--- config.mk ---
export PLATFORM = sky130hd
export DESIGN_NAME = himsel_device_flat
export DESIGN_NICKNAME = d
export VERILOG_FILES = /design/src/himsel_pkg.sv /design/src/himsel_if.sv /design/src/himsel_device.sv /design/src/flat_wrapper.sv
export SDC_FILE = /design/constraint.sdc
export NUM_CORES = 1
export LEC_CHECK = 0
export BUFFER_PORTS_ARGS = -buffer_cell sky130_fd_sc_hd__buf_2
export CAP_MARGIN = 20
export CORE_ASPECT_RATIO = 1.25
export CORE_MARGIN = 1.5
export CORE_UTILIZATION = 48
export CTS_CLUSTER_DIAMETER = 40
export DETAILED_ROUTE_END_ITERATION = 10
export PLACE_DENSITY = 0.81
export SKIP_CTS_REPAIR_TIMING = 1
export SYNTH_ARGS = -nofsm -noshare
export SYNTH_HDL_FRONTEND = slang
export SYNTH_SLANG_ARGS = --single-unit
export TNS_END_PERCENT = 100
--- constraint.sdc ---
create_clock -name SYS_CLK -period 3.1 [get_ports SYS_CLK]
set_input_delay 0.31 -clock SYS_CLK [delete_from_list [all_inputs] [get_ports SYS_CLK]]
set_output_delay 0.31 -clock SYS_CLK [all_outputs]
set_load 0.1 [all_outputs]
--- src/himsel_pkg.sv ---
package himsel_pkg;
  localparam logic MODE_SPI = 1'b0;
  localparam logic MODE_SDIO = 1'b1;
  localparam logic STRAP_SDIO_LEVEL = 1'b1;
  localparam int SYS_CLK_HZ = 20000000;
  localparam int LINK_CLK_DIV = 4;
  localparam int RST_HOLD_CYCLES = 8;
  localparam int WAKE_LEAD_CYCLES = 4;
  localparam logic [1:0] CS_IDLE = 2'h3;
  typedef enum logic [2:0] {
    HIMSEL_OFF_TYPE = 3'b001,
    HIMSEL_AWAKE_TYPE = 3'b010,
    HIMSEL_SLEEP_TYPE = 3'b100
  } himsel_pwr_type;
endpackage

--- src/himsel_if.sv ---
interface himsel_if;
  logic rst_low;
  logic strap_o;
  logic strap_oe;
  logic strap_dev_o;
  logic strap_dev_oe;
  logic link_clk;
  logic cmd_mosi;
  logic dat0_miso;
  logic dat0_oe;
  logic dat1_o;
  logic dat1_oe;
  logic dat3_cs;
  logic wake_request_input;
  logic duplicate_interrupt_pin;
  logic dup_oe;
  wire strap_level = strap_oe ? strap_o : (strap_dev_oe ? strap_dev_o : 1'b0);
  modport device_end (
    input rst_low, strap_o, strap_oe, link_clk, cmd_mosi, dat3_cs, wake_request_input,
    output strap_dev_o, strap_dev_oe, dat0_miso, dat0_oe, dat1_o, dat1_oe,
    output duplicate_interrupt_pin, dup_oe
  );
  modport host_end (
    output rst_low, strap_o, strap_oe, link_clk, cmd_mosi, dat3_cs, wake_request_input,
    input strap_dev_o, strap_dev_oe, dat0_miso, dat0_oe, dat1_o, dat1_oe,
    input duplicate_interrupt_pin, dup_oe
  );
endinterface

--- src/himsel_device.sv ---
// Behaviour
// - Strap sampled at reset rising edge
// - Strap high gives SDIO, else SPI
// - Strap ignored in SPI, data2 in SDIO
// - SPI: data1 pin is interrupt out
// - Host keeps link clock within limits
// - Host uses wake input to wake
// - Sleep only while wake input low
// - Wake pin becomes GPIO input without power save
// - Optional interrupt copy, else GPIO
// - Reset release starts full start-up
// - Host wakes device before transactions
module himsel_device
  import himsel_pkg::*;
(
  // System
  input wire logic SYS_CLK,
  input wire logic RSTN,
  // Link pins
  himsel_if.device_end LINK,
  // Core side
  input wire logic IRQ_REQ,
  input wire logic MISO_DATA,
  input wire logic DAT_OUT,
  input wire logic DAT_OE,
  input wire logic SLEEP_REQ,
  input wire logic POWER_SAVE_EN,
  input wire logic DUP_IRQ_EN,
  input wire logic GPIO_WAKE_O,
  input wire logic GPIO_WAKE_OE,
  input wire logic GPIO_DUP_O,
  input wire logic GPIO_DUP_OE,
  output logic MODE_SDIO_OUT,
  output logic STARTUP_PULSE,
  output logic AWAKE,
  output logic WAKE_EVENT,
  output logic LINK_CLK_RISE,
  output logic LINK_CLK_FALL,
  output logic MOSI_SYNC,
  output logic CS_LOW_SYNC,
  output logic GPIO_WAKE_IN
);
  import himsel_pkg::*;

  logic [1:0] rst_sync_reg;
  logic [1:0] strap_sync_reg;
  logic [1:0] clk_sync_reg;
  logic [1:0] mosi_sync_reg;
  logic [1:0] cs_sync_reg;
  logic [1:0] wake_sync_reg;
  logic clk_prev_reg;
  logic wake_prev_reg;
  logic rst_prev_reg;
  logic strap_prev_reg;
  logic mode_reg;
  logic mode_next;
  logic start_reg;
  logic miso_reg;
  logic dat1_reg;
  logic dup_reg;
  himsel_pwr_type pwr_reg;
  himsel_pwr_type pwr_next;

  wire rst_released = rst_sync_reg[1];
  wire rst_rise = rst_released & ~rst_prev_reg;
  wire strap_level = LINK.strap_oe ? LINK.strap_o : 1'b0;
  wire wake_level = wake_sync_reg[1];
  wire wake_rise = wake_level & ~wake_prev_reg;
  wire wake_as_gpio = ~POWER_SAVE_EN;
  wire sleep_ok = SLEEP_REQ & ~wake_level & POWER_SAVE_EN;

  always_ff @(posedge SYS_CLK or negedge RSTN)
  begin
    if (!RSTN)
    begin
      rst_sync_reg <= 2'h0;
      strap_sync_reg <= 2'h0;
      clk_sync_reg <= 2'h0;
      mosi_sync_reg <= 2'h0;
      cs_sync_reg <= CS_IDLE;
      wake_sync_reg <= 2'h0;
      clk_prev_reg <= 1'b0;
      wake_prev_reg <= 1'b0;
      rst_prev_reg <= 1'b0;
      strap_prev_reg <= 1'b0;
    end
    else
    begin
      rst_sync_reg <= {rst_sync_reg[0], LINK.rst_low};
      strap_sync_reg <= {strap_sync_reg[0], strap_level};
      clk_sync_reg <= {clk_sync_reg[0], LINK.link_clk};
      mosi_sync_reg <= {mosi_sync_reg[0], LINK.cmd_mosi};
      cs_sync_reg <= {cs_sync_reg[0], LINK.dat3_cs};
      wake_sync_reg <= {wake_sync_reg[0], LINK.wake_request_input};
      clk_prev_reg <= clk_sync_reg[1];
      wake_prev_reg <= wake_level;
      rst_prev_reg <= rst_released;
      strap_prev_reg <= strap_sync_reg[1];
    end
  end

  // Mode capture on the link reset release, then frozen
  // Strap taken one sample older than the synced reset: the level before release
  always_comb
  begin
    mode_next = mode_reg;
    if (rst_rise)
    begin
      mode_next = (strap_prev_reg == STRAP_SDIO_LEVEL) ? MODE_SDIO : MODE_SPI;
    end
  end

  always_comb
  begin
    pwr_next = pwr_reg;
    case (pwr_reg)
      HIMSEL_OFF_TYPE:
        if (rst_rise)
        begin
          pwr_next = HIMSEL_AWAKE_TYPE;
        end
      HIMSEL_AWAKE_TYPE:
        if (!rst_released)
        begin
          pwr_next = HIMSEL_OFF_TYPE;
        end
        else if (sleep_ok)
        begin
          pwr_next = HIMSEL_SLEEP_TYPE;
        end
      HIMSEL_SLEEP_TYPE:
        if (!rst_released)
        begin
          pwr_next = HIMSEL_OFF_TYPE;
        end
        else if (wake_level)
        begin
          pwr_next = HIMSEL_AWAKE_TYPE;
        end
      default:
        pwr_next = HIMSEL_OFF_TYPE;
    endcase
  end

  wire irq_line = IRQ_REQ & (pwr_reg == HIMSEL_AWAKE_TYPE);
  wire spi_mode = (mode_reg == MODE_SPI);
  wire cs_active = ~cs_sync_reg[1];

  always_ff @(posedge SYS_CLK or negedge RSTN)
  begin
    if (!RSTN)
    begin
      mode_reg <= MODE_SPI;
      pwr_reg <= HIMSEL_OFF_TYPE;
      start_reg <= 1'b0;
      miso_reg <= 1'b0;
      dat1_reg <= 1'b0;
      dup_reg <= 1'b0;
    end
    else
    begin
      mode_reg <= mode_next;
      pwr_reg <= pwr_next;
      start_reg <= rst_rise;
      miso_reg <= spi_mode ? MISO_DATA : DAT_OUT;
      dat1_reg <= spi_mode ? irq_line : DAT_OUT;
      dup_reg <= DUP_IRQ_EN ? irq_line : GPIO_DUP_O;
    end
  end

  // Strap pin: never driven in SPI; data line 2 in SDIO
  assign LINK.strap_dev_o = DAT_OUT;
  assign LINK.strap_dev_oe = (mode_reg == MODE_SDIO) & rst_released & DAT_OE;
  assign LINK.dat0_miso = miso_reg;
  assign LINK.dat0_oe = spi_mode ? (cs_active & rst_released) : (DAT_OE & rst_released);
  assign LINK.dat1_o = dat1_reg;
  assign LINK.dat1_oe = rst_released & (spi_mode | DAT_OE);
  assign LINK.duplicate_interrupt_pin = dup_reg;
  assign LINK.dup_oe = DUP_IRQ_EN | GPIO_DUP_OE;

  assign MODE_SDIO_OUT = mode_reg;
  assign STARTUP_PULSE = start_reg;
  assign AWAKE = (pwr_reg == HIMSEL_AWAKE_TYPE);
  assign WAKE_EVENT = wake_rise & ~wake_as_gpio;
  assign LINK_CLK_RISE = clk_sync_reg[1] & ~clk_prev_reg;
  assign LINK_CLK_FALL = ~clk_sync_reg[1] & clk_prev_reg;
  assign MOSI_SYNC = mosi_sync_reg[1];
  assign CS_LOW_SYNC = cs_active;
  assign GPIO_WAKE_IN = wake_as_gpio & wake_level;
  logic unused_gpio_wake;
  assign unused_gpio_wake = GPIO_WAKE_O ^ GPIO_WAKE_OE;
endmodule // himsel_device

--- src/flat_wrapper.sv ---
// flat-port wrapper written by rule: the top's interface ports become plain ports
module himsel_device_flat import himsel_pkg::*;
  (SYS_CLK, RSTN, IRQ_REQ, MISO_DATA, DAT_OUT, DAT_OE, SLEEP_REQ, POWER_SAVE_EN, DUP_IRQ_EN, GPIO_WAKE_O, GPIO_WAKE_OE, GPIO_DUP_O, GPIO_DUP_OE, MODE_SDIO_OUT, STARTUP_PULSE, AWAKE, WAKE_EVENT, LINK_CLK_RISE, LINK_CLK_FALL, MOSI_SYNC, CS_LOW_SYNC, GPIO_WAKE_IN, LINK_rst_low, LINK_strap_o, LINK_strap_oe, LINK_link_clk, LINK_cmd_mosi, LINK_dat3_cs, LINK_wake_request_input, LINK_strap_dev_o, LINK_strap_dev_oe, LINK_dat0_miso, LINK_dat0_oe, LINK_dat1_o, LINK_dat1_oe, LINK_duplicate_interrupt_pin, LINK_dup_oe);
  himsel_if LINK_i ();
  input wire logic SYS_CLK;
  input wire logic RSTN;
  input wire logic IRQ_REQ;
  input wire logic MISO_DATA;
  input wire logic DAT_OUT;
  input wire logic DAT_OE;
  input wire logic SLEEP_REQ;
  input wire logic POWER_SAVE_EN;
  input wire logic DUP_IRQ_EN;
  input wire logic GPIO_WAKE_O;
  input wire logic GPIO_WAKE_OE;
  input wire logic GPIO_DUP_O;
  input wire logic GPIO_DUP_OE;
  output logic MODE_SDIO_OUT;
  output logic STARTUP_PULSE;
  output logic AWAKE;
  output logic WAKE_EVENT;
  output logic LINK_CLK_RISE;
  output logic LINK_CLK_FALL;
  output logic MOSI_SYNC;
  output logic CS_LOW_SYNC;
  output logic GPIO_WAKE_IN;
  input wire logic [$bits(LINK_i.rst_low)-1:0] LINK_rst_low;
  input wire logic [$bits(LINK_i.strap_o)-1:0] LINK_strap_o;
  input wire logic [$bits(LINK_i.strap_oe)-1:0] LINK_strap_oe;
  input wire logic [$bits(LINK_i.link_clk)-1:0] LINK_link_clk;
  input wire logic [$bits(LINK_i.cmd_mosi)-1:0] LINK_cmd_mosi;
  input wire logic [$bits(LINK_i.dat3_cs)-1:0] LINK_dat3_cs;
  input wire logic [$bits(LINK_i.wake_request_input)-1:0] LINK_wake_request_input;
  output wire logic [$bits(LINK_i.strap_dev_o)-1:0] LINK_strap_dev_o;
  output wire logic [$bits(LINK_i.strap_dev_oe)-1:0] LINK_strap_dev_oe;
  output wire logic [$bits(LINK_i.dat0_miso)-1:0] LINK_dat0_miso;
  output wire logic [$bits(LINK_i.dat0_oe)-1:0] LINK_dat0_oe;
  output wire logic [$bits(LINK_i.dat1_o)-1:0] LINK_dat1_o;
  output wire logic [$bits(LINK_i.dat1_oe)-1:0] LINK_dat1_oe;
  output wire logic [$bits(LINK_i.duplicate_interrupt_pin)-1:0] LINK_duplicate_interrupt_pin;
  output wire logic [$bits(LINK_i.dup_oe)-1:0] LINK_dup_oe;
  assign LINK_i.rst_low = LINK_rst_low;
  assign LINK_i.strap_o = LINK_strap_o;
  assign LINK_i.strap_oe = LINK_strap_oe;
  assign LINK_i.link_clk = LINK_link_clk;
  assign LINK_i.cmd_mosi = LINK_cmd_mosi;
  assign LINK_i.dat3_cs = LINK_dat3_cs;
  assign LINK_i.wake_request_input = LINK_wake_request_input;
  assign LINK_strap_dev_o = LINK_i.strap_dev_o;
  assign LINK_strap_dev_oe = LINK_i.strap_dev_oe;
  assign LINK_dat0_miso = LINK_i.dat0_miso;
  assign LINK_dat0_oe = LINK_i.dat0_oe;
  assign LINK_dat1_o = LINK_i.dat1_o;
  assign LINK_dat1_oe = LINK_i.dat1_oe;
  assign LINK_duplicate_interrupt_pin = LINK_i.duplicate_interrupt_pin;
  assign LINK_dup_oe = LINK_i.dup_oe;
  himsel_device u_core (.SYS_CLK(SYS_CLK), .RSTN(RSTN), .LINK(LINK_i), .IRQ_REQ(IRQ_REQ), .MISO_DATA(MISO_DATA), .DAT_OUT(DAT_OUT), .DAT_OE(DAT_OE), .SLEEP_REQ(SLEEP_REQ), .POWER_SAVE_EN(POWER_SAVE_EN), .DUP_IRQ_EN(DUP_IRQ_EN), .GPIO_WAKE_O(GPIO_WAKE_O), .GPIO_WAKE_OE(GPIO_WAKE_OE), .GPIO_DUP_O(GPIO_DUP_O), .GPIO_DUP_OE(GPIO_DUP_OE), .MODE_SDIO_OUT(MODE_SDIO_OUT), .STARTUP_PULSE(STARTUP_PULSE), .AWAKE(AWAKE), .WAKE_EVENT(WAKE_EVENT), .LINK_CLK_RISE(LINK_CLK_RISE), .LINK_CLK_FALL(LINK_CLK_FALL), .MOSI_SYNC(MOSI_SYNC), .CS_LOW_SYNC(CS_LOW_SYNC), .GPIO_WAKE_IN(GPIO_WAKE_IN));
endmodule
[Yosys cells after proc, flatten, opt, wreduce, memory -nomap -nowiden]
Cells that the tools add are included.
Word-level totals
  bits in registers: 24
  bits of input ports: 20
  output and inout port bits: 17
  word-level logic and storage cells: 59
Operators by class
  eq/ne operators: 6
  mux-type cells: 12
  bitwise gates (word level): 24
  reduce and logical (&&, ||, !) cells: 1
Operators by type and width (number)
  3-bit two-way mux: 5
  1-bit AND: 14
  3-bit case mux with 3 select lines: 1
  1-bit NOT: 8
  1-bit two-way mux: 6
  3-bit != test, second input constant: 2
  3-bit by 1-bit == test with 1-bit output, second input constant: 1
  3-bit by 2-bit == test with 1-bit output, second input constant: 1
  3-bit == test, second input constant: 1
  3-bit AND reduction: 1
  2-bit by 1-bit != test with 1-bit output, second input constant: 1
  1-bit bitwise OR: 2

[Depth between registers and ports, before layout]
  depth after elaboration: 6
  gate-level depth with buffers: 3
  mapped depth without buffers: 3

[Worst setup path after synthesis]
Ideal clock, no wire load.
  path type: flip-flop to output port
  start: register u_core.mode_reg (netlist: u_core.MODE_SDIO_OUT)
  end: output port LINK_dat0_oe
  arrival: 4.093 ns
  data required time: 2.790 ns
  slack: -1.303 ns
  stages on the path, launching flop included: 3
  path buffers: 0
  cells stage by stage: dfrtp_1 -> a21boi_0 -> o21a_1
Between the ends
  word-level cells in the longest chain between the ends: 1
RTL lines
  from (decl): line himsel_device.sv:55  | logic mode_reg;
  from (signal assigned): line himsel_device.sv:162  | mode_reg <= mode_next;
  1-bit two-way mux: line himsel_device.sv:175  | assign LINK.dat0_oe = spi_mode ? (cs_active & rst_released) : (DAT_OE & rst_released);
  to (decl): line flat_wrapper.sv:37  | output wire logic [$bits(LINK_i.dat0_oe)-1:0] LINK_dat0_oe;
No other way between the ends.

[Worst setup path in the final report]
  start: register u_core.pwr_reg[2]
  end: output port AWAKE
Between the ends
  word-level cells in the longest chain between the ends: 1
RTL lines
  from (decl): line himsel_device.sv:61  | himsel_pwr_type pwr_reg;
  from (signal assigned): line himsel_device.sv:163  | pwr_reg <= pwr_next;
  3-bit by 2-bit == test with 1-bit output: line himsel_device.sv:183  | assign AWAKE = (pwr_reg == HIMSEL_AWAKE_TYPE);
  to (decl): line flat_wrapper.sv:20  | output logic AWAKE;
No other way between the ends.

==> run_results.csv <==
group,metric,value,unit
placed_design,place.gp.congestion,0.718,
floorplan,die_width,40.3,um
placed_design,dpl.cell_count,112,
power_and_ir_drop,ir_drop,0.475,mV
detailed_routing,first_iter_violations,2,
detailed_routing,drc_errors,0,
timing,fin_crit_sh,58.8,%
floorplan,placementRows,16,
worst_setup_path,r2r-start,"u_core.rst_sync_reg[1]",
worst_setup_path,r2r_end,"u_core.MODE_SDIO_OUT",
logic_synthesis,ys_warn_count,0,
grt,gr-usage-all-layers,15.0,%
timing,tightest_slew,0.488,ns
grt,grt_pass1_vias,492,
worst_setup_path,start_kind,"flop",
power_and_ir_drop,powerDensity,664,nW/um^2
worst_setup_path,r2r_setup_slack,2.00,ns
detailed_routing,first_pass_iters,2,
worst_setup_path,cp.arrival,1.51,ns
timing,setup_viol,0,
clocking,clkTransAtPathRegs,0.12,ns
detailed_routing,drt_wl_total,1.26,mm
worst_setup_path,critPathKind,"flop to output pin",
placed_design,pre_cts_slack,1.61,ns
logic_synthesis,synthDistinctLibCells,23,
final_layout,stdcell_count,117,
clocking,clockBufferDepth,2,
grt,grt.overflow.total,0,
floorplan,io_pins,37,
placed_design,io_buffers,34,
logic_synthesis,syn-num-nets,81,
worst_setup_path,endpoint_kind,"output pin",
placed_design,dp_hpwl,953,um
worst_setup_path,critPathMaxFanout,5,
timing,worst_hold_slack,0.0923,ns
detailed_routing,routed_via_density,4.94,
floorplan,die_h,49.6,um
logic_synthesis,synthDominantCellAreaShare,63.1,%
timing,finalHoldViolations,0,
clocking,cts.sinks,24,
timing,timing_max_transition_violations_final,0,
worst_setup_path,setup.worst_path.end,"AWAKE",
logic_synthesis,syn_area_per_cell,13.7,um^2
final_layout,area_growth,30.2,%
grt,grt_start_max_net_pins,25,
job,maxCapViolations,0,
grt,antenna_found_initial,0,
logic_synthesis,ys_ff_latch,24,
worst_setup_path,reg2reg_depth,2,
worst_setup_path,crit_start,"u_core.pwr_reg[2]",
clocking,cts_tree,"yes",
detailed_routing,wl_per_cell,10.8,um
floorplan,start_util,52.0,%
floorplan,core-area,1600,um^2
logic_synthesis,synthCells,61,
timing,max_freq,549,MHz
final_layout,layout.nets,120,
timing,timing.final.ws_setup,1.28,ns
detailed_routing,ant_nets,0,
grt,grt_pass1_wl,1.93,mm
clocking,cts_root_buffer,"clkbuf_4",
timing,tns,0,ns
clocking,clock_latency,0.30,ns
timing,min_period,1.82,ns
timing,max_slew_margin,67.5,%
outcome,outcome,"complete, no violations",
final_layout,final_util,67.7,%
logic_synthesis,syn-cell-area,833,um^2
final_layout,insertedDiodeCount,0,
final_layout,final_layout_size_suffix_gt1_share,47.5,%
clocking,numCtsBuffers,3,
detailed_routing,vias,578,
logic_synthesis,ys_seq_area_share,72.5,%
logic_synthesis,synth_top_cell_by_area,"dfrtp_1",
floorplan,die-area,2000,um^2
hold_path,min_path_type,"input port to flop",
timing,finalClockSkew,0.00180,ns
power_and_ir_drop,p_leak,0.558,nW
timing,rsz0062_at_grt,"false",
logic_synthesis,synth_area_leaders,"dfrtp_1 63%, dfstp_2 9.5%, nor2b_1 4.5%, nand2_1 2.3%, inv_1 1.8%",
clocking,htreeDepth,1,
worst_setup_path,crit_required,2.79,ns
final_layout,largest_reg_flops,3,
==> worst min path at each step <==
stage               slack, ns                    end    startpoint  depth (start not counted)
finish                   0.09  u_core.cs_sync_reg[0]  LINK_dat3_cs                          1
global route             0.07  u_core.cs_sync_reg[0]  LINK_dat3_cs                          1
CTS                     -0.04  u_core.LINK.dat0_miso          RSTN                          1
detailed placement       0.30  u_core.LINK.dat0_miso          RSTN                          1
global placement         0.30    u_core.clk_prev_reg          RSTN                          1
floorplan                0.01  u_core.LINK.dat0_miso          RSTN                          0
==> area by class of cell <==
type                    count  area (um^2)
well taps                  18         22.5
inverters                   4         15.0
multi-input cells          32          210
flip-flops and latches     24          604
fillers                   122          517
repair buffers             35          180
clock buffers               3         22.5
clock inverters             1         30.0
==> logic make-up after synthesis <==
family	Yosys count	share of synthesized area (%)
flip-flops	24	72.5
AND/OR/NAND/NOR	20	15.5
AO/OA/AOI/OAI	11	7.96
buffers and inverters	5	2.70
multiplexers	1	1.35
==> placed cells by master (no fill, tap or decap) <==
master         netlist  layout
a21boi_2             0       1
o21a_1               1       1
nor4b_2              1       1
nor3b_2              1       1
o21ai_0              2       2
a31oi_1              1       1
o21ai_1              2       2
nor4b_1              1       1
buf_2                0      34
and3_1               1       1
o31ai_1              2       2
bufinv_16            0       1
or2_2                1       1
clkbuf_4             0       3
nor2b_1              6       6
nand2_1              5       5
dfrtp_1             21      21
nand3_1              1       1
mux2_2               1       1
nor2b_2              1       1
nor2_1               1       1
a21oi_1              2       2
inv_1                4       4
dfstp_2              3       3
dlygate4sd3_1        0       1
and2_1               1       1
==> worst max-delay path, stage by stage (launching register included) <==
cell and delay [ns]:
dfrtp_1 0.45, nor3b_2 0.29, buf_2 0.48
==> cells in the mapped netlist (all sizes together) <==
cell type and instances:
o21ai 4, nand3 1, dfstp 3, and2 1, o31ai 2, buf 1, and3 1, inv 4
nor2b 7, dfrtp 21, or2 1, a31oi 1, nor3b 1, a21oi 2, mux2 1, a21boi 1
o21a 1, nand2 5, nor2 1, nor4b 2
==> routing by layer <==
metal	GRT usage (%)	vias up	share of wire, %
met5	0	-	0
met4	10.0	0	3.2
met3	4.05	4	10
met2	22.6	31	46
met1	17.9	263	40
li1	-	280	-
==> power by group <==
group | internal, mW | switching (mW)
Clock | 0.131 | 0.0838
Sequential | 0.333 | 0.0128
Combinational | 0.0296 | 0.130
Total | 0.493 | 0.227
==> stage by stage <==
| step | cell area [um^2] | total power, mW |
|---|---|---|
| 3_3_place_gp | 1020 | 0.509 |
| 4_1_cts | 1070 | 0.729 |
| 3_5_place_dp | 1020 | 0.513 |
| 2_1_floorplan | 837 | 0.477 |
| 5_1_grt | 1080 | 0.752 |
| 6_report | 1080 | 0.720 |
Power figures use the tool's default switching activity.
